## config.mk

```make
export PLATFORM = sky130hd
export DESIGN_NAME = fwbp_ctrl
export DESIGN_NICKNAME = d
export VERILOG_FILES = /design/src/fwbp_pkg.sv /design/src/fwbp_ctrl.sv /design/src/fwbp_fifo.sv
export SDC_FILE = /design/constraint.sdc
export NUM_CORES = 1
export LEC_CHECK = 0
export BUFFER_PORTS_ARGS = -buffer_cell sky130_fd_sc_hd__buf_2
export CORE_MARGIN = 4
export CORE_UTILIZATION = 40
export DETAILED_ROUTE_END_ITERATION = 12
export GPL_TIMING_DRIVEN = 0
export PLACE_DENSITY = 0.63
export SLEW_MARGIN = 40
export SYNTH_ARGS = -nofsm -noshare
export SYNTH_HDL_FRONTEND = slang
export SYNTH_SLANG_ARGS = --single-unit
export TNS_END_PERCENT = 50
```

## constraint.sdc

```tcl
create_clock -name clk_sys -period 3.5 [get_ports clk_sys]
set_clock_uncertainty 0.2 [all_clocks]
set_input_delay 0.175 -clock clk_sys [delete_from_list [all_inputs] [get_ports clk_sys]]
set_output_delay 0.175 -clock clk_sys [all_outputs]
set_load 0.03 [all_outputs]
```

## src/fwbp_pkg.sv

```systemverilog
// constants, types and timing for the flash buffered-program host controller
`default_nettype none
package fwbp_pkg;
  // ****************************************************************
  // bus geometry
  // ****************************************************************
  localparam int FWBP_ADDR_W = 26;
  localparam int FWBP_DATA_W = 16;
  localparam int FWBP_WC_W = 8;
  // ****************************************************************
  // command codes and unlock addresses
  // ****************************************************************
  localparam logic [FWBP_ADDR_W-1:0] ADDR_UNLK1 = 26'h0000555;
  localparam logic [FWBP_ADDR_W-1:0] ADDR_UNLK2 = 26'h00002aa;
  localparam logic [FWBP_DATA_W-1:0] DATA_UNLK1 = 16'h00aa;
  localparam logic [FWBP_DATA_W-1:0] DATA_UNLK2 = 16'h0055;
  localparam logic [FWBP_DATA_W-1:0] CMD_LOAD = 16'h0025;
  localparam logic [FWBP_DATA_W-1:0] CMD_CONFIRM = 16'h0029;
  localparam logic [FWBP_DATA_W-1:0] CMD_RESET = 16'h00f0;
  // ****************************************************************
  // data polling bit positions
  // ****************************************************************
  localparam int POLL_DATA_BIT = 7;
  localparam int POLL_TIMEOUT_BIT = 5;
  localparam int POLL_ABORT_BIT = 1;
  // ****************************************************************
  // timing
  // ****************************************************************
  localparam int CLK_NS = 10;
  localparam int T_AS_NS = 10;
  localparam int T_WP_NS = 35;
  localparam int T_WPH_NS = 20;
  localparam int T_ACC_NS = 100;
  localparam int T_RP_NS = 200;
  localparam logic [7:0] AS_CYC = 8'((T_AS_NS + CLK_NS - 1) / CLK_NS);
  localparam logic [7:0] WP_CYC = 8'((T_WP_NS + CLK_NS - 1) / CLK_NS);
  localparam logic [7:0] WPH_CYC = 8'((T_WPH_NS + CLK_NS - 1) / CLK_NS);
  localparam logic [7:0] ACC_CYC = 8'((T_ACC_NS + CLK_NS - 1) / CLK_NS);
  localparam logic [7:0] RP_CYC = 8'((T_RP_NS + CLK_NS - 1) / CLK_NS);
  // ****************************************************************
  // types
  // ****************************************************************
  typedef struct packed {
    logic [FWBP_ADDR_W-1:0] addr;
    logic [FWBP_WC_W-1:0] wc;
  } fwbp_cmd_s;
  typedef struct packed {
    logic ok;
    logic buffer_abort;
    logic timeout;
    logic refused;
    logic interrupted;
  } fwbp_stat_s;
  typedef enum logic [3:0] {
    S_IDLE, S_UNLK1, S_UNLK2, S_LOAD, S_COUNT, S_DATA, S_CONFIRM,
    S_POLL, S_REPOLL, S_ABT1, S_ABT2, S_ABT3, S_SWRST, S_HWRST, S_DONE
  } fwbp_step_e;
  typedef enum logic [2:0] {
    P_IDLE, P_SET, P_WLOW, P_WHIGH, P_RLOW
  } fwbp_phase_e;
endpackage
`default_nettype wire

```

## src/fwbp_ctrl.sv

```systemverilog
// host controller driving the buffered program sequence of a x16 nor flash
// Overview of operation
// - one operation stays within one aligned 512-byte line
// - partial loads start anywhere but never cross the line boundary
// - whole aligned lines are fastest; partial pages are still allowed
// - host sends two unlock writes then load command at sector address
// - fourth write holds word count minus one at the same sector
// - data addresses ascend sequentially inside the chosen line
// - host sends confirm at sector address; device programs alone
// - hardware reset stops the sequence; area must be redone
// - host issues abort reset on abort bit, reset on timeout bit
`default_nettype none
module fwbp_ctrl
  import fwbp_pkg::*;
#(
  parameter int LINE_W = 8,
  parameter int SECT_LO = 16,
  parameter int FIFO_DEPTH = 32
) (
  input wire logic clk_sys,
  input wire logic sys_rst,
  input wire logic cmd_valid,
  output logic cmd_ready,
  input wire fwbp_cmd_s cmd,
  input wire logic wr_valid,
  output logic wr_ready,
  input wire logic [FWBP_DATA_W-1:0] wr_data,
  input wire logic hw_reset_req,
  output logic busy,
  output logic done,
  output fwbp_stat_s stat,
  output logic dev_ready,
  output logic [FWBP_ADDR_W-1:0] flash_addr,
  output logic [FWBP_DATA_W-1:0] flash_dq_out,
  output logic flash_dq_oe,
  input wire logic [FWBP_DATA_W-1:0] flash_dq_in,
  output logic flash_ce_n,
  output logic flash_we_n,
  output logic flash_oe_n,
  output logic flash_rst_n,
  input wire logic flash_ready_busy
);
  // ****************************************************************
  // state
  // ****************************************************************
  fwbp_step_e step_r, step_nxt;
  fwbp_phase_e phase_r, phase_nxt;
  logic [7:0] cnt_r, cnt_nxt;
  logic [FWBP_ADDR_W-1:0] start_r;
  logic [FWBP_ADDR_W-1:0] addr_r;
  logic [FWBP_WC_W-1:0] wc_r;
  logic [FWBP_WC_W-1:0] left_r;
  logic [FWBP_DATA_W-1:0] last_r;
  logic [FWBP_ADDR_W-1:0] baddr_r;
  logic [FWBP_DATA_W-1:0] bdata_r;
  logic we_n_r, oe_n_r, ce_n_r, dq_oe_r, rst_n_r, rdy_r;
  fwbp_stat_s stat_r, stat_nxt;
  logic [8:0] wr_cnt_r;
  logic fifo_ov;
  logic [FWBP_DATA_W-1:0] fifo_od;
  // ****************************************************************
  // data fifo
  // ****************************************************************
  wire launch;
  wire fifo_pop = launch && step_r == S_DATA;
  fwbp_fifo #(.W(FWBP_DATA_W), .DEPTH(FIFO_DEPTH)) u_fifo (
    .clk_sys(clk_sys),
    .sys_rst(sys_rst),
    .in_valid(wr_valid),
    .in_ready(wr_ready),
    .in_data(wr_data),
    .out_valid(fifo_ov),
    .out_ready(fifo_pop),
    .out_data(fifo_od)
  );
  // ****************************************************************
  // decode
  // ****************************************************************
  // partial lines are allowed; the line check only bounds the end
  wire [LINE_W:0] end_off = {1'b0, cmd.addr[LINE_W-1:0]}
                          + (LINE_W+1)'(cmd.wc);
  wire range_ok = !end_off[LINE_W];
  wire accept = cmd_valid && cmd_ready;
  wire is_read = step_r == S_POLL || step_r == S_REPOLL;
  wire bus_step = step_r != S_IDLE && step_r != S_DONE
               && step_r != S_HWRST;
  wire cnt_zero = cnt_r == 8'h00;
  wire op_end = cnt_zero && (phase_r == P_WHIGH || phase_r == P_RLOW);
  assign launch = phase_r == P_IDLE && bus_step && !hw_reset_req
                  && (step_r != S_DATA || fifo_ov);
  wire sel_u1 = step_r == S_UNLK1 || step_r == S_ABT1;
  wire sel_u2 = step_r == S_UNLK2 || step_r == S_ABT2;
  wire sel_rst = step_r == S_ABT3 || step_r == S_SWRST;
  wire sel_line = step_r == S_DATA || is_read;
  wire [FWBP_ADDR_W-1:0] cur_addr =
    (sel_u1 || sel_rst) ? ADDR_UNLK1 :
    sel_u2 ? ADDR_UNLK2 :
    sel_line ? addr_r : start_r;
  wire [FWBP_DATA_W-1:0] cur_data =
    sel_u1 ? DATA_UNLK1 :
    sel_u2 ? DATA_UNLK2 :
    step_r == S_LOAD ? CMD_LOAD :
    step_r == S_COUNT ? {{(FWBP_DATA_W-FWBP_WC_W){1'b0}}, wc_r} :
    step_r == S_DATA ? fifo_od :
    step_r == S_CONFIRM ? CMD_CONFIRM : CMD_RESET;
  wire dq7_match = flash_dq_in[POLL_DATA_BIT] == last_r[POLL_DATA_BIT];
  wire dq_abort = flash_dq_in[POLL_ABORT_BIT];
  wire dq_tmo = flash_dq_in[POLL_TIMEOUT_BIT];
  wire data_more = left_r != '0;
  assign cmd_ready = step_r == S_IDLE && !hw_reset_req;
  assign busy = step_r != S_IDLE;
  assign done = step_r == S_DONE;
  assign stat = stat_r;
  assign dev_ready = rdy_r;
  assign flash_addr = baddr_r;
  assign flash_dq_out = bdata_r;
  assign flash_dq_oe = dq_oe_r;
  assign flash_ce_n = ce_n_r;
  assign flash_we_n = we_n_r;
  assign flash_oe_n = oe_n_r;
  assign flash_rst_n = rst_n_r;
  // ****************************************************************
  // bus phase sequencer
  // ****************************************************************
  always_comb begin
    phase_nxt = phase_r;
    cnt_nxt = cnt_zero ? cnt_r : cnt_r - 8'h01;
    case (phase_r)
      P_IDLE: begin
        if (launch) begin
          phase_nxt = P_SET;
          cnt_nxt = AS_CYC - 8'h01;
        end
      end
      P_SET: begin
        if (cnt_zero) begin
          phase_nxt = is_read ? P_RLOW : P_WLOW;
          cnt_nxt = is_read ? ACC_CYC - 8'h01 : WP_CYC - 8'h01;
        end
      end
      P_WLOW: begin
        if (cnt_zero) begin
          phase_nxt = P_WHIGH;
          cnt_nxt = WPH_CYC - 8'h01;
        end
      end
      P_WHIGH, P_RLOW: begin
        if (cnt_zero) phase_nxt = P_IDLE;
      end
      default: phase_nxt = P_IDLE;
    endcase
    if (hw_reset_req) begin
      phase_nxt = P_IDLE;
      cnt_nxt = RP_CYC - 8'h01;
    end
  end
  // ****************************************************************
  // command step sequencer
  // ****************************************************************
  always_comb begin
    step_nxt = step_r;
    stat_nxt = stat_r;
    case (step_r)
      S_IDLE: begin
        if (accept) begin
          stat_nxt = '0;
          step_nxt = range_ok ? S_UNLK1 : S_DONE;
          stat_nxt.refused = !range_ok;
        end
      end
      S_UNLK1: if (op_end) step_nxt = S_UNLK2;
      S_UNLK2: if (op_end) step_nxt = S_LOAD;
      S_LOAD: if (op_end) step_nxt = S_COUNT;
      S_COUNT: if (op_end) step_nxt = S_DATA;
      S_DATA: begin
        if (op_end && !data_more) step_nxt = S_CONFIRM;
      end
      S_CONFIRM: if (op_end) step_nxt = S_POLL;
      S_POLL: begin
        if (op_end) begin
          if (dq7_match) begin
            step_nxt = S_DONE;
            stat_nxt.ok = 1'b1;
          end else if (dq_abort) begin
            step_nxt = S_ABT1;
            stat_nxt.buffer_abort = 1'b1;
          end else if (dq_tmo) begin
            step_nxt = S_REPOLL;
          end
        end
      end
      S_REPOLL: begin
        if (op_end) begin
          step_nxt = dq7_match ? S_DONE : S_SWRST;
          stat_nxt.ok = dq7_match;
          stat_nxt.timeout = !dq7_match;
        end
      end
      S_ABT1: if (op_end) step_nxt = S_ABT2;
      S_ABT2: if (op_end) step_nxt = S_ABT3;
      S_ABT3, S_SWRST: if (op_end) step_nxt = S_DONE;
      S_HWRST: if (cnt_zero) step_nxt = S_DONE;
      S_DONE: step_nxt = S_IDLE;
      default: step_nxt = S_IDLE;
    endcase
    if (hw_reset_req) begin
      step_nxt = S_HWRST;
      stat_nxt = '0;
      stat_nxt.interrupted = 1'b1;
    end
  end
  // ****************************************************************
  // registers
  // ****************************************************************
  always_ff @(posedge clk_sys) begin
    if (sys_rst) begin
      step_r <= S_IDLE;
      phase_r <= P_IDLE;
      cnt_r <= 8'h00;
      stat_r <= '0;
    end else begin
      step_r <= step_nxt;
      phase_r <= phase_nxt;
      cnt_r <= cnt_nxt;
      stat_r <= stat_nxt;
    end
  end
  always_ff @(posedge clk_sys) begin
    if (sys_rst) begin
      start_r <= '0;
      wc_r <= '0;
    end else if (accept) begin
      start_r <= cmd.addr;
      wc_r <= cmd.wc;
    end
  end
  // address walks upward and stays on the last word for polling
  always_ff @(posedge clk_sys) begin
    if (sys_rst) begin
      addr_r <= '0;
      left_r <= '0;
    end else if (accept) begin
      addr_r <= cmd.addr;
      left_r <= cmd.wc;
    end else if (op_end && step_r == S_DATA && data_more) begin
      addr_r <= addr_r + 1'b1;
      left_r <= left_r - 1'b1;
    end
  end
  always_ff @(posedge clk_sys) begin
    if (sys_rst) begin
      last_r <= '0;
      baddr_r <= '0;
      bdata_r <= '0;
    end else if (launch) begin
      if (fifo_pop) last_r <= fifo_od;
      baddr_r <= cur_addr;
      bdata_r <= cur_data;
    end
  end
  always_ff @(posedge clk_sys) begin
    if (sys_rst) begin
      we_n_r <= 1'b1;
      oe_n_r <= 1'b1;
      ce_n_r <= 1'b1;
      dq_oe_r <= 1'b0;
      rst_n_r <= 1'b0;
      rdy_r <= 1'b0;
    end else begin
      we_n_r <= phase_nxt != P_WLOW;
      oe_n_r <= phase_nxt != P_RLOW;
      ce_n_r <= phase_nxt == P_IDLE;
      dq_oe_r <= phase_nxt == P_SET && !is_read
                 || phase_nxt == P_WLOW || phase_nxt == P_WHIGH;
      rst_n_r <= step_nxt != S_HWRST;
      rdy_r <= flash_ready_busy;
    end
  end
  always_ff @(posedge clk_sys) begin
    if (sys_rst || accept) wr_cnt_r <= '0;
    else if (op_end && step_r == S_DATA) wr_cnt_r <= wr_cnt_r + 9'h001;
  end
endmodule
`default_nettype wire

```

## src/fwbp_fifo.sv

```systemverilog
// data fifo with registered read port
`default_nettype none
module fwbp_fifo #(
  parameter int W = 16,
  parameter int DEPTH = 32
) (
  input wire logic clk_sys,
  input wire logic sys_rst,
  input wire logic in_valid,
  output logic in_ready,
  input wire logic [W-1:0] in_data,
  output logic out_valid,
  input wire logic out_ready,
  output logic [W-1:0] out_data
);
  localparam int AW = $clog2(DEPTH);
  logic [W-1:0] mem [DEPTH];
  logic [AW-1:0] wp_r;
  logic [AW-1:0] rp_r;
  logic [AW:0] cnt_r;
  logic ov_r;
  logic [W-1:0] od_r;
  wire wr = in_valid && in_ready;
  wire rd = (cnt_r != '0) && (!ov_r || out_ready);
  assign in_ready = cnt_r != (AW+1)'(DEPTH);
  assign out_valid = ov_r;
  assign out_data = od_r;
  always_ff @(posedge clk_sys) begin
    if (wr) begin
      mem[wp_r] <= in_data;
    end
  end
  always_ff @(posedge clk_sys) begin
    if (sys_rst) begin
      wp_r <= '0;
      rp_r <= '0;
      cnt_r <= '0;
    end else begin
      if (wr) wp_r <= wp_r + 1'b1;
      if (rd) rp_r <= rp_r + 1'b1;
      if (wr && !rd) cnt_r <= cnt_r + 1'b1;
      else if (rd && !wr) cnt_r <= cnt_r - 1'b1;
    end
  end
  always_ff @(posedge clk_sys) begin
    if (sys_rst) begin
      ov_r <= 1'b0;
      od_r <= '0;
    end else if (rd) begin
      ov_r <= 1'b1;
      od_r <= mem[rp_r];
    end else if (out_ready) begin
      ov_r <= 1'b0;
    end
  end
endmodule
`default_nettype wire

```

==> summary.md, run 1 <==
| Metric | Value |
|---|---|
| Pleak | 0.0109 µW |
| PnR Total Power | 21,100 µW |
| Min Hold Slack | 93.1 ps |
| Type of origin of the critical path | flop |
| Headroom to the max-slew limit | 42.5% |
| Layout cell share with drive strength beyond 1 | 21.8% |
| First-pass GRT wire length | 111,000 µm |
| Synth Area in Compound Gates | 7.97% |
| Crit. End Element | flop |
| DR DRC count | 0 |
| GRT Total Usage | 19.8% |
| Pwr per Cell Area | 637 nW/µm² |
| M1 GR Usage | 27.5% |
| R2R setup slack | 120 ps |
| Largest net degree at the start of global routing | 33 |
| Met2 global-route usage | 31.7% |
| Crit-path cells | or4_4, or3_4, and2_4, buf_6, inv_2, ha_4, inv_4, ha_1, a21o_1, a21oi_2, o21ai_1, nand4_1, mux2_2 |
| DR vias | 17,608 |
| Status | finished clean |
| Setup_tns | 0 ps |
| DP Wirelength | 49,700 µm |
| Mean post-synth cell area | 15.0 µm² |
| Worst skew pair latency | 620 ps |
| Filler Cell Count | 5,802 |
| Met3 usage | 4.14% |
| Die X-Extent | 271 µm |
| Final Hold Vio Count | 0 |
| Worst-margin pin slew | 860 ps |
| Origin of the critical flop-to-flop path | u_fifo.cnt_r[3]$_SDFFE_PP0P_ |
| Starting density of the core | 40.3% |
| Top FF cell, synth | edfxtp_1 |
| Place WS | -498 ps |
| Hold Crit Class | input port to flop |
| Root Driver | clkbuf_16 |
| Worst Setup Slack, final | 121 ps |
| Final-report setup violation count | 0 |
| Synth Area in Adders | 1.07% |
| Initial drt markers | 1,889 |
| Core box area | 68,600 µm² |
| Simple-gate portion of the synthesized area | 8.29% |
| CP Class | flop to flop |
| Clk slew on worst S/H paths | 60 ps |
| H-tree Lvls | 3 |
| EDFF count, synth | 512 |
| CTS tree | built |
| Distinct cell type count of the synthesized netlist | 73 |
| Fmax achieved | 0.296 GHz |
| Max incr delay on CP | 550 ps |
| Syn_nets | 1,942 |
| Multiplexer area fraction after synthesis | 11.6% |
| Post-Syn Area | 27,700 µm² |
| GPL Wtd Cong | 0.892 |
| RSZ-0062 raised after global routing | yes |
| Max_cap viols | 0 |
| Asr flop ratio synth | 0% |
| Final ANT Viol Nets | 0 |
| CP Capture Point | u_fifo.cnt_r[5]$_SDFFE_PP0P_ |
| Cells after Synth | 1,847 |
| Register-to-Register Path Depth | 13 |
| Synthesis-stage register bit count | 682 |
| WP data arrival | 3660 ps |
| Number of global-route vias before repair | 17,821 |
| Worst-case clock buffer depth | 3 |
| Register area share after synthesis | 67.9% |
| IO buf count | 114 |
| WL per Instance | 23.7 µm |
| Post-layout util | 48.4% |
| CP max-delay cell | or4_4 |
| Slew Viols, Final | 0 |
| Via density | 5.67 |
| Fin crit period | 3380 ps |
| Hold_sp | wr_valid |
| CP required | 3780 ps |
| Final worst-path cycle share | 96.5% |
| Die area | 73,400 µm² |
| Synth warn | 0 |
| Total clock sinks | 682 |
| VDD IR max | 0.000427 V |
| Drt total wl | 73,700 µm |
| Crit Path Max Fanout | 5 |
| Worst r2r dst | u_fifo.cnt_r[5]$_SDFFE_PP0P_ |
| Grt total ovfl | 0 |
| Io pins | 129 |
| Number of cell rows | 96 |
| Die Y | 271 µm |
| Busiest grt layer | met2 |
| Initial antenna violation count | 0 |
| Crit path launch | u_fifo.cnt_r[3]$_SDFFE_PP0P_ |
| Largest family of logic cells by synthesized area | multiplexers |
| Post-Synth XOR/XNOR Area | 1.08% |
| Inserted Clock Buffers | 71 |
| Layout area overhead | 20.1% |
| First-pass DRT Iterations | 6 |
| Number of nets in the layout | 2,216 |
state kept, by name (all words and copies together) (netlist names), 8 cells and up:
name             cells
addr_r              26
cnt_r                8
flash_addr          26
flash_dq_out        16
left_r               8
start_r             26
u_fifo.mem         512
u_fifo.out_data     16
wc_r                 8
synth_stat cells (6+ instances only):
| cell | count | share of area [%] |
|---|---|---|
| a211oi_1 | 38 | 1.0 |
| a21oi_1 | 78 | 1.4 |
| a22o_1 | 8 | 0.25 |
| a22oi_1 | 69 | 1.9 |
| a311oi_1 | 11 | 0.35 |
| a31oi_1 | 6 | 0.14 |
| and2_1 | 6 | 0.14 |
| and3_1 | 8 | 0.18 |
| and4_1 | 6 | 0.19 |
| buf_1 | 11 | 0.15 |
| buf_2 | 19 | 0.34 |
| clkbuf_1 | 94 | 1.3 |
| dfxtp_1 | 170 | 12 |
| edfxtp_1 | 512 | 56 |
| ha_1 | 22 | 1.0 |
| inv_1 | 22 | 0.30 |
| mux2i_1 | 31 | 1.1 |
| mux4_2 | 128 | 10 |
| nand2_1 | 143 | 1.9 |
| nand2b_1 | 6 | 0.14 |
| nand3_1 | 46 | 0.83 |
| nand3b_1 | 7 | 0.19 |
| nand4_1 | 14 | 0.32 |
| nor2_1 | 151 | 2.0 |
| nor2b_1 | 10 | 0.23 |
| nor3_1 | 23 | 0.42 |
| nor4_1 | 27 | 0.61 |
| o21a_1 | 11 | 0.30 |
| o21ai_0 | 38 | 0.69 |
| o2bb2ai_1 | 16 | 0.51 |
| or3_1 | 7 | 0.16 |
| xnor2_1 | 21 | 0.67 |
| xor2_1 | 13 | 0.41 |
report_power, final:
part	leakage, µW	internal [µW]	switching [µW]	total [µW]
registers	0.00600	8980	204	9180
logic	0.00376	1820	2370	4190
clock network	0.00118	4620	3150	7770
total	0.0109	15400	5730	21100
routing by layer:
layer	vias up	wire (µm)
met3	122	5510
met1	8991	31100
met2	700	35000
li1	7795	-
met5	-	0
met4	0	2060
critical path: cells and delay by family (launching register included):
| kind | cells | cell delay, ps |
|---|---|---|
| AND/OR/NAND/NOR | 4 | 1270 |
| AO/OA/AOI/OAI | 3 | 480 |
| adder cells (fa/ha/maj) | 2 | 420 |
| multiplexers | 1 | 340 |
| flip-flops | 1 | 330 |
| buffers and inverters | 3 | 230 |
placed cells by master (no fill, tap or decap), drive strengths merged, types with 38 or more instances in the layout:
master and count:
nand3 46, clkbuf 188, nand2 143, mux4 128, buf 168, dlygate4sd3 60
a211oi 38, a22oi 69, a21oi 78, nor2 151, edfxtp 512, dfxtp 170
o21ai 38
how the worst min path moves through the flow:
| stage | end | slack (ps) | depth (start not counted) |
|---|---|---|---|
| floorplan | u_fifo.mem[0][0]$_DFFE_PP_ | 70 | 0 |
| global placement | dev_ready$_SDFF_PP0_ | 190 | 2 |
| detailed placement | dev_ready$_SDFF_PP0_ | 220 | 2 |
| CTS | dev_ready$_SDFF_PP0_ | 130 | 3 |
| global route | u_fifo.wp_r[0]$_SDFFE_PP0P_ | 120 | 4 |
| finish | u_fifo.wp_r[0]$_SDFFE_PP0P_ | 90 | 4 |
cell families (layout without fill, tap and decap cells):
group                      count (synthesis)  after routing
DFF                                      682            682
and+or+nand+nor                          481            481
AOI/OAI and AO/OA                        320            320
muxes                                    160            160
buffers and inverters                    147            475
xor gates and xnor gates                  34             34
adders and majority gates                 23             23
other                                      0              1
area by class of cell:
cell class	instances	area, µm²	area share [%]
repair buffers	203	1590	4.79
diodes	1	2.50	0.00754
multi-input cells	1018	8640	26.0
clock buffers	91	1950	5.86
flip-flops and latches	682	18800	56.6
inverters	22	85.1	0.256
clock inverters	36	463	1.39
plain buffers	123	529	1.59
well taps	931	1160	3.51
per-stage QoR:
stage	instances	instance area, µm²
CTS	3104	33100
global route	3106	33200
finish	3107	33200
detailed placement	2917	30100
floorplan	1847	27700
global placement	2892	29400
timing repair:
action / 4_1_cts / 5_1_grt
endpoints found under the setup margin: 17 / 19
pin swaps: 2 / 5
hold buffers: 60 / 0
setup buffers: 1 / 3
gates resized for setup: 12 / 22
gates cloned: 0 / 0
endpoints found under the hold margin: 599 / 0
(Power assumes the default switching activity.)
==> inputs of run 2 (changes only) <==
- REMOVE_ABC_BUFFERS: default -> 1
==> run 2 against run 1 <==
Net effect:
- combinational power down 4.8%
- largest cell class unchanged
- via count down 4.5%
- final cell count down 2.7%
- worst setup slack better by 50 ps
- count of clock-buffer cells in the layout down 2
- largest power group unchanged
- sequential power up 0.8%
- first-iteration DRC count down 6.5%
==> summary.md, run 2 (synthesis gave the netlist of run 1 again) <==
| Metric | Value |
|---|---|
| Status | finished clean |
| Final ANT Viol Nets | 0 |
| Crit. End Element | flop |
| Clk network pwr share | 35.2% |
| Via density | 5.56 |
| CTS tree | built |
| Worst Setup Slack, final | 171 ps |
| RSZ-0062 raised after global routing | no |
| Headroom to the max-slew limit | 42.7% |
| Placement Cell Area | 30,300 µm² |
| VDD IR max | 0.000584 V |
| Pleak | 0.0110 µW |
| DR DRC count | 0 |
| Slew Viols, Final | 0 |
| Comb power frac | 19.5% |
| Worst-margin pin slew | 858 ps |
| Die Y | 271 µm |
| WL met2 | 30,600 µm |
| CP required | 3780 ps |
| Io pins | 129 |
| Initial antenna violation count | 0 |
| Hold Crit Class | input port to flop |
| Total clock sinks | 682 |
| Final-report setup violation count | 0 |
| Inserted Clock Buffers | 70 |
| Final Hold Vio Count | 0 |
| Final worst-path cycle share | 95.1% |
| Number of nets in the layout | 2,133 |
| Switching fraction of total power | 26.7% |
| Die area | 73,400 µm² |
| WL met1 | 28,300 µm |
| Top Layer Used | met4 |
| Root Driver | clkbuf_16 |
| Type of origin of the critical path | flop |
| IO buf count | 115 |
| Max_cap viols | 0 |
| First-pass DRT Iterations | 5 |
| Die X-Extent | 271 µm |
| Post-route cell area | 33,300 µm² |
| Worst skew pair latency | 610 ps |
| Worst-case clock buffer depth | 3 |
| Number of cell rows | 96 |
| Register name with the most flops | u_fifo.mem |
| GRT Total Usage | 17.3% |
| Starting density of the core | 40.3% |
| Number of global-route vias before repair | 16,955 |
| DP Wirelength | 40,800 µm |
| Clk slew on worst S/H paths | 60 ps |
| Most common library cell in the layout ignoring fill and taps | edfxtp_1 |
| Largest net degree at the start of global routing | 88 |
| Drt total wl | 64,100 µm |
| Initial drt markers | 1,766 |
| Grt total ovfl | 0 |
| Reg power frac | 45.3% |
| Pwr per Cell Area | 613 nW/µm² |
| H-tree Lvls | 3 |
| Met3 routed WL | 4160 µm |
| Min Hold Slack | 127 ps |
| WP data arrival | 3610 ps |
| GPL Wtd Cong | 0.803 |
| Fin crit period | 3330 ps |
| ANT cells | 0 |
| Core box area | 68,600 µm² |
| Internal | 15,000 µW |
| Post-layout util | 48.6% |
| CP Class | flop to flop |
| Layout area overhead | 20.6% |
| Switch Pwr | 5460 µW |
| Max FFs per register | 512 |
| Fmax achieved | 0.300 GHz |
| Setup_tns | 0 ps |
| DR vias | 16,821 |
| Place WS | -1260 ps |
| Layout cell share with drive strength beyond 1 | 23.0% |
| Crit Path Max Fanout | 5 |
| First-pass GRT wire length | 100,000 µm |
| WL per Instance | 21.2 µm |
| Most frequent cells in the layout | 512 x edfxtp_1, 163 x dfxtp_1, 141 x nand2_1 |
==> run 2: critical path: stages (launching register included) <==
cell and delay [ps]:
dfxtp_1 340, or4_4 570, or3_4 380, and2_4 180
inv_1 90, ha_4 170, inv_2 80, ha_1 280
a21o_1 190, a21oi_2 190, o21ai_0 100, nand4_1 110
mux2_2 340
==> run 2: metrics by stage <==
stage,total power [µW],std cells
6_report,20400,3024
5_1_grt,21300,3024
3_3_place_gp,12800,2768
2_1_floorplan,12200,1722
4_1_cts,20600,3024
3_5_place_dp,13300,2818
==> run 2: worst paths after layout <==
kind | to | cells after the start | from | slack [ps]
worst max-delay path | u_fifo.cnt_r[5]$_SDFFE_PP0P_ | 12 | u_fifo.cnt_r[0]$_SDFFE_PP0P_ | 170
worst min-delay path | u_fifo.wp_r[1]$_SDFFE_PP0P_ | 4 | wr_valid | 130
worst max register to register | u_fifo.cnt_r[5]$_SDFFE_PP0P_ | 12 | u_fifo.cnt_r[0]$_SDFFE_PP0P_ | 170
worst min register to register | flash_dq_out[1]$_SDFFE_PP0P_ | 2 | flash_dq_out[1]$_SDFFE_PP0P_ | 250
==> run 2: cell type report <==
class                           count  area, µm²
Timing Repair Buffer              243       2340
Sequential cell                   682      18800
Clock buffer                       89       1890
Fill cell                        5768      35200
Clock inverter                     38        329
Tap cell                          931       1160
Multi-Input combinational cell   1019       8740
Inverter                           22       82.6
==> run 2: repair_timing <==
item                                    4_1_cts  5_1_grt
gates cloned                                  1        0
hold buffers                                 73        0
pin swaps                                     2        0
gates resized for setup                      15        6
setup buffers                                 5        0
endpoints found under the setup margin        6        4
endpoints found under the hold margin       642        0
==> run 2: power by group through the flow <==
| stage | Combinational [µW] | Clock, µW | Sequential [µW] |
|---|---|---|---|
| 6_report | 3990 | 7190 | 9250 |
| 5_1_grt | 4350 | 7670 | 9300 |
| 4_1_cts | 3990 | 7320 | 9260 |
| 3_5_place_dp | 3830 | 0 | 9440 |
| 3_3_place_gp | 3020 | 0 | 9770 |
| 2_1_floorplan | 2490 | 0 | 9710 |
==> run 2: per-layer routing <==
metal  track usage, %  up-vias
li1                 -     7630
met2             28.2      573
met1             24.4     8528
met3             3.32       90
met4             3.55        0
met5                0        -
==> inputs of run 3 (changes only) <==
- CORE_MARGIN: 4 -> default
==> run 3 against run 2 <==
Net effect:
- non-clock buffer count increased by 2
- die area decreased by 4.4%
- hold slack got worse by 97 ps
- largest power group unchanged
- via count increased by 0.38%
- fmax decreased by 2.5%
- utilization increased by 0.24 points
- count of clock-buffer cells in the layout increased by 8
- cell area increased by 0.33%
- flip-flop and latch count unchanged
- sequential share of layout area decreased by 0.18 points
- routed wire length increased by 4.2%
==> summary.md, run 3 (synthesis gave the netlist of run 1 again) <==
| Metric | Value |
|---|---|
| Initial drt markers | 1,694 |
| Core box area | 68,500 µm² |
| Drt total wl | 66,800 µm |
| Worst Setup Slack, final | 86.8 ps |
| Max FFs per register | 512 |
| Grt total ovfl | 0 |
| GPL Wtd Cong | 0.811 |
| CP Class | flop to flop |
| Final ANT Viol Nets | 0 |
| Starting density of the core | 40.4% |
| Place WS | -1270 ps |
| Worst-case clock buffer depth | 3 |
| CTS tree | built |
| Final worst-path cycle share | 97.5% |
| Post-layout util | 48.9% |
| Number of cell rows | 96 |
| Crit. End Element | flop |
| Hold Crit Class | input port to flop |
| DR DRC count | 0 |
| DP Cell Count | 2,774 |
| Io pins | 129 |
| Min Hold Slack | 30.1 ps |
| Fmax achieved | 0.293 GHz |
| Root Driver | clkbuf_16 |
| Filler Cell Count | 5,679 |
| CP max-delay cell | or4_4 |
| Via density | 5.66 |
| Setup_tns | 0 ps |
| IO buf count | 115 |
| Number of global-route vias before repair | 16,974 |
| Final Hold Vio Count | 0 |
| Die area | 70,200 µm² |
| Final Instance Count excl. Fillers | 2,983 |
| Clk slew on worst S/H paths | 60 ps |
| Max_cap viols | 0 |
| Layout cell share with drive strength beyond 1 | 23.4% |
| Crit path top cell by count | ha_4 |
| Max incr delay on CP | 580 ps |
| Die Y | 265 µm |
| Initial antenna violation count | 1 |
| Headroom to the max-slew limit | 43.2% |
| H-tree Lvls | 3 |
| Most common library cell in the layout ignoring fill and taps | edfxtp_1 |
| WP data arrival | 3750 ps |
| Crit Path Max Fanout | 5 |
| DR vias | 16,885 |
| First-pass GRT wire length | 102,000 µm |
| Status | finished clean |
| Crit-path cells | or4_4, or3_4, and2_4, inv_1, ha_4, inv_2, ha_4, nor2b_1, o21a_1, o21ai_0, or3b_2, a21oi_1 |
| R2R setup slack | 90 ps |
| WHS Path Cells | 4 |
| WL per Instance | 22.4 µm |
| Type of origin of the critical path | flop |
| Most frequent cells in the layout | 512 x edfxtp_1, 162 x dfxtp_1, 143 x nand2_1 |
| Die X-Extent | 265 µm |
| CP required | 3830 ps |
| Slew Viols, Final | 0 |
| Total clock sinks | 682 |
| GRT Total Usage | 19.2% |
| Number of nets in the layout | 2,136 |
| DP Wirelength | 42,100 µm |
| Pleak | 0.0110 µW |
| Final-report setup violation count | 0 |
| Register name with the most flops | u_fifo.mem |
| VDD IR max | 0.000469 V |
| First-pass DRT Iterations | 5 |
| Largest net degree at the start of global routing | 92 |
| Layout area overhead | 21.0% |
| Inserted Clock Buffers | 71 |
| Pwr per Cell Area | 623 nW/µm² |
| Worst-margin pin slew | 853 ps |
| Register-to-Register Path Depth | 12 |
| Fin crit period | 3410 ps |
| Worst skew pair latency | 620 ps |
run 3: layout make-up:
| type | count | area, µm² | share of cell area [%] |
|---|---|---|---|
| inverters | 22 | 82.6 | 0.247 |
| diodes | 1 | 2.50 | 0.00748 |
| multi-input cells | 1019 | 8720 | 26.1 |
| clock buffers | 97 | 1940 | 5.81 |
| clock inverters | 35 | 395 | 1.18 |
| well taps | 882 | 1100 | 3.30 |
| repair buffers | 245 | 2390 | 7.15 |
| flip-flops and latches | 682 | 18800 | 56.2 |
run 3: worst max-delay path, delay by kind of cell, from the launching register on:
| kind | cells | cell delay [ps] |
|---|---|---|
| buffers and inverters | 2 | 160 |
| adder cells (fa/ha/maj) | 2 | 380 |
| AND/OR/NAND/NOR | 5 | 1740 |
| AO/OA/AOI/OAI | 3 | 500 |
| flip-flops | 1 | 340 |
run 3: layer usage:
metal	GRT usage [%]	part of all wire (%)	routed length, µm	vias up
li1	-	-	-	7638
met1	26.4	43	28700	8478
met2	30.2	47	31300	626
met3	4.44	7.3	4880	143
met4	6.14	3.0	1980	0
met5	0	0	0	-
run 3: final timing paths:
path                                start                           end
min reg2reg      start_r[19]$_SDFFE_PP0P_      start_r[19]$_SDFFE_PP0P_
max reg2reg  u_fifo.cnt_r[0]$_SDFFE_PP0P_  u_fifo.cnt_r[4]$_SDFFE_PP0P_
min                              wr_valid   u_fifo.wp_r[0]$_SDFFE_PP0P_
max          u_fifo.cnt_r[0]$_SDFFE_PP0P_  u_fifo.cnt_r[4]$_SDFFE_PP0P_
run 3: power by group:
group / switching [µW] / internal (µW) / leakage [µW]
Clock: 3130 / 4450 / 0.00114
Sequential: 272 / 8980 / 0.00600
Combinational: 2130 / 1880 / 0.00391
Total: 5540 / 15300 / 0.0110
run 3: repair_timing:
action	CTS	global route
setup buffers	4	3
resized for setup	14	5
endpoints found under the setup margin	6	2
hold endpoints to repair	640	0
gates cloned	1	0
hold buffers	68	0
pin swaps	2	0
run 3: metrics by stage:
stage          total power, µW  instance area, µm²
2_1_floorplan            12200               27200
3_3_place_gp             12800               28800
3_5_place_dp             13300               30300
4_1_cts                  21000               33400
5_1_grt                  21700               33400
6_report                 20800               33400
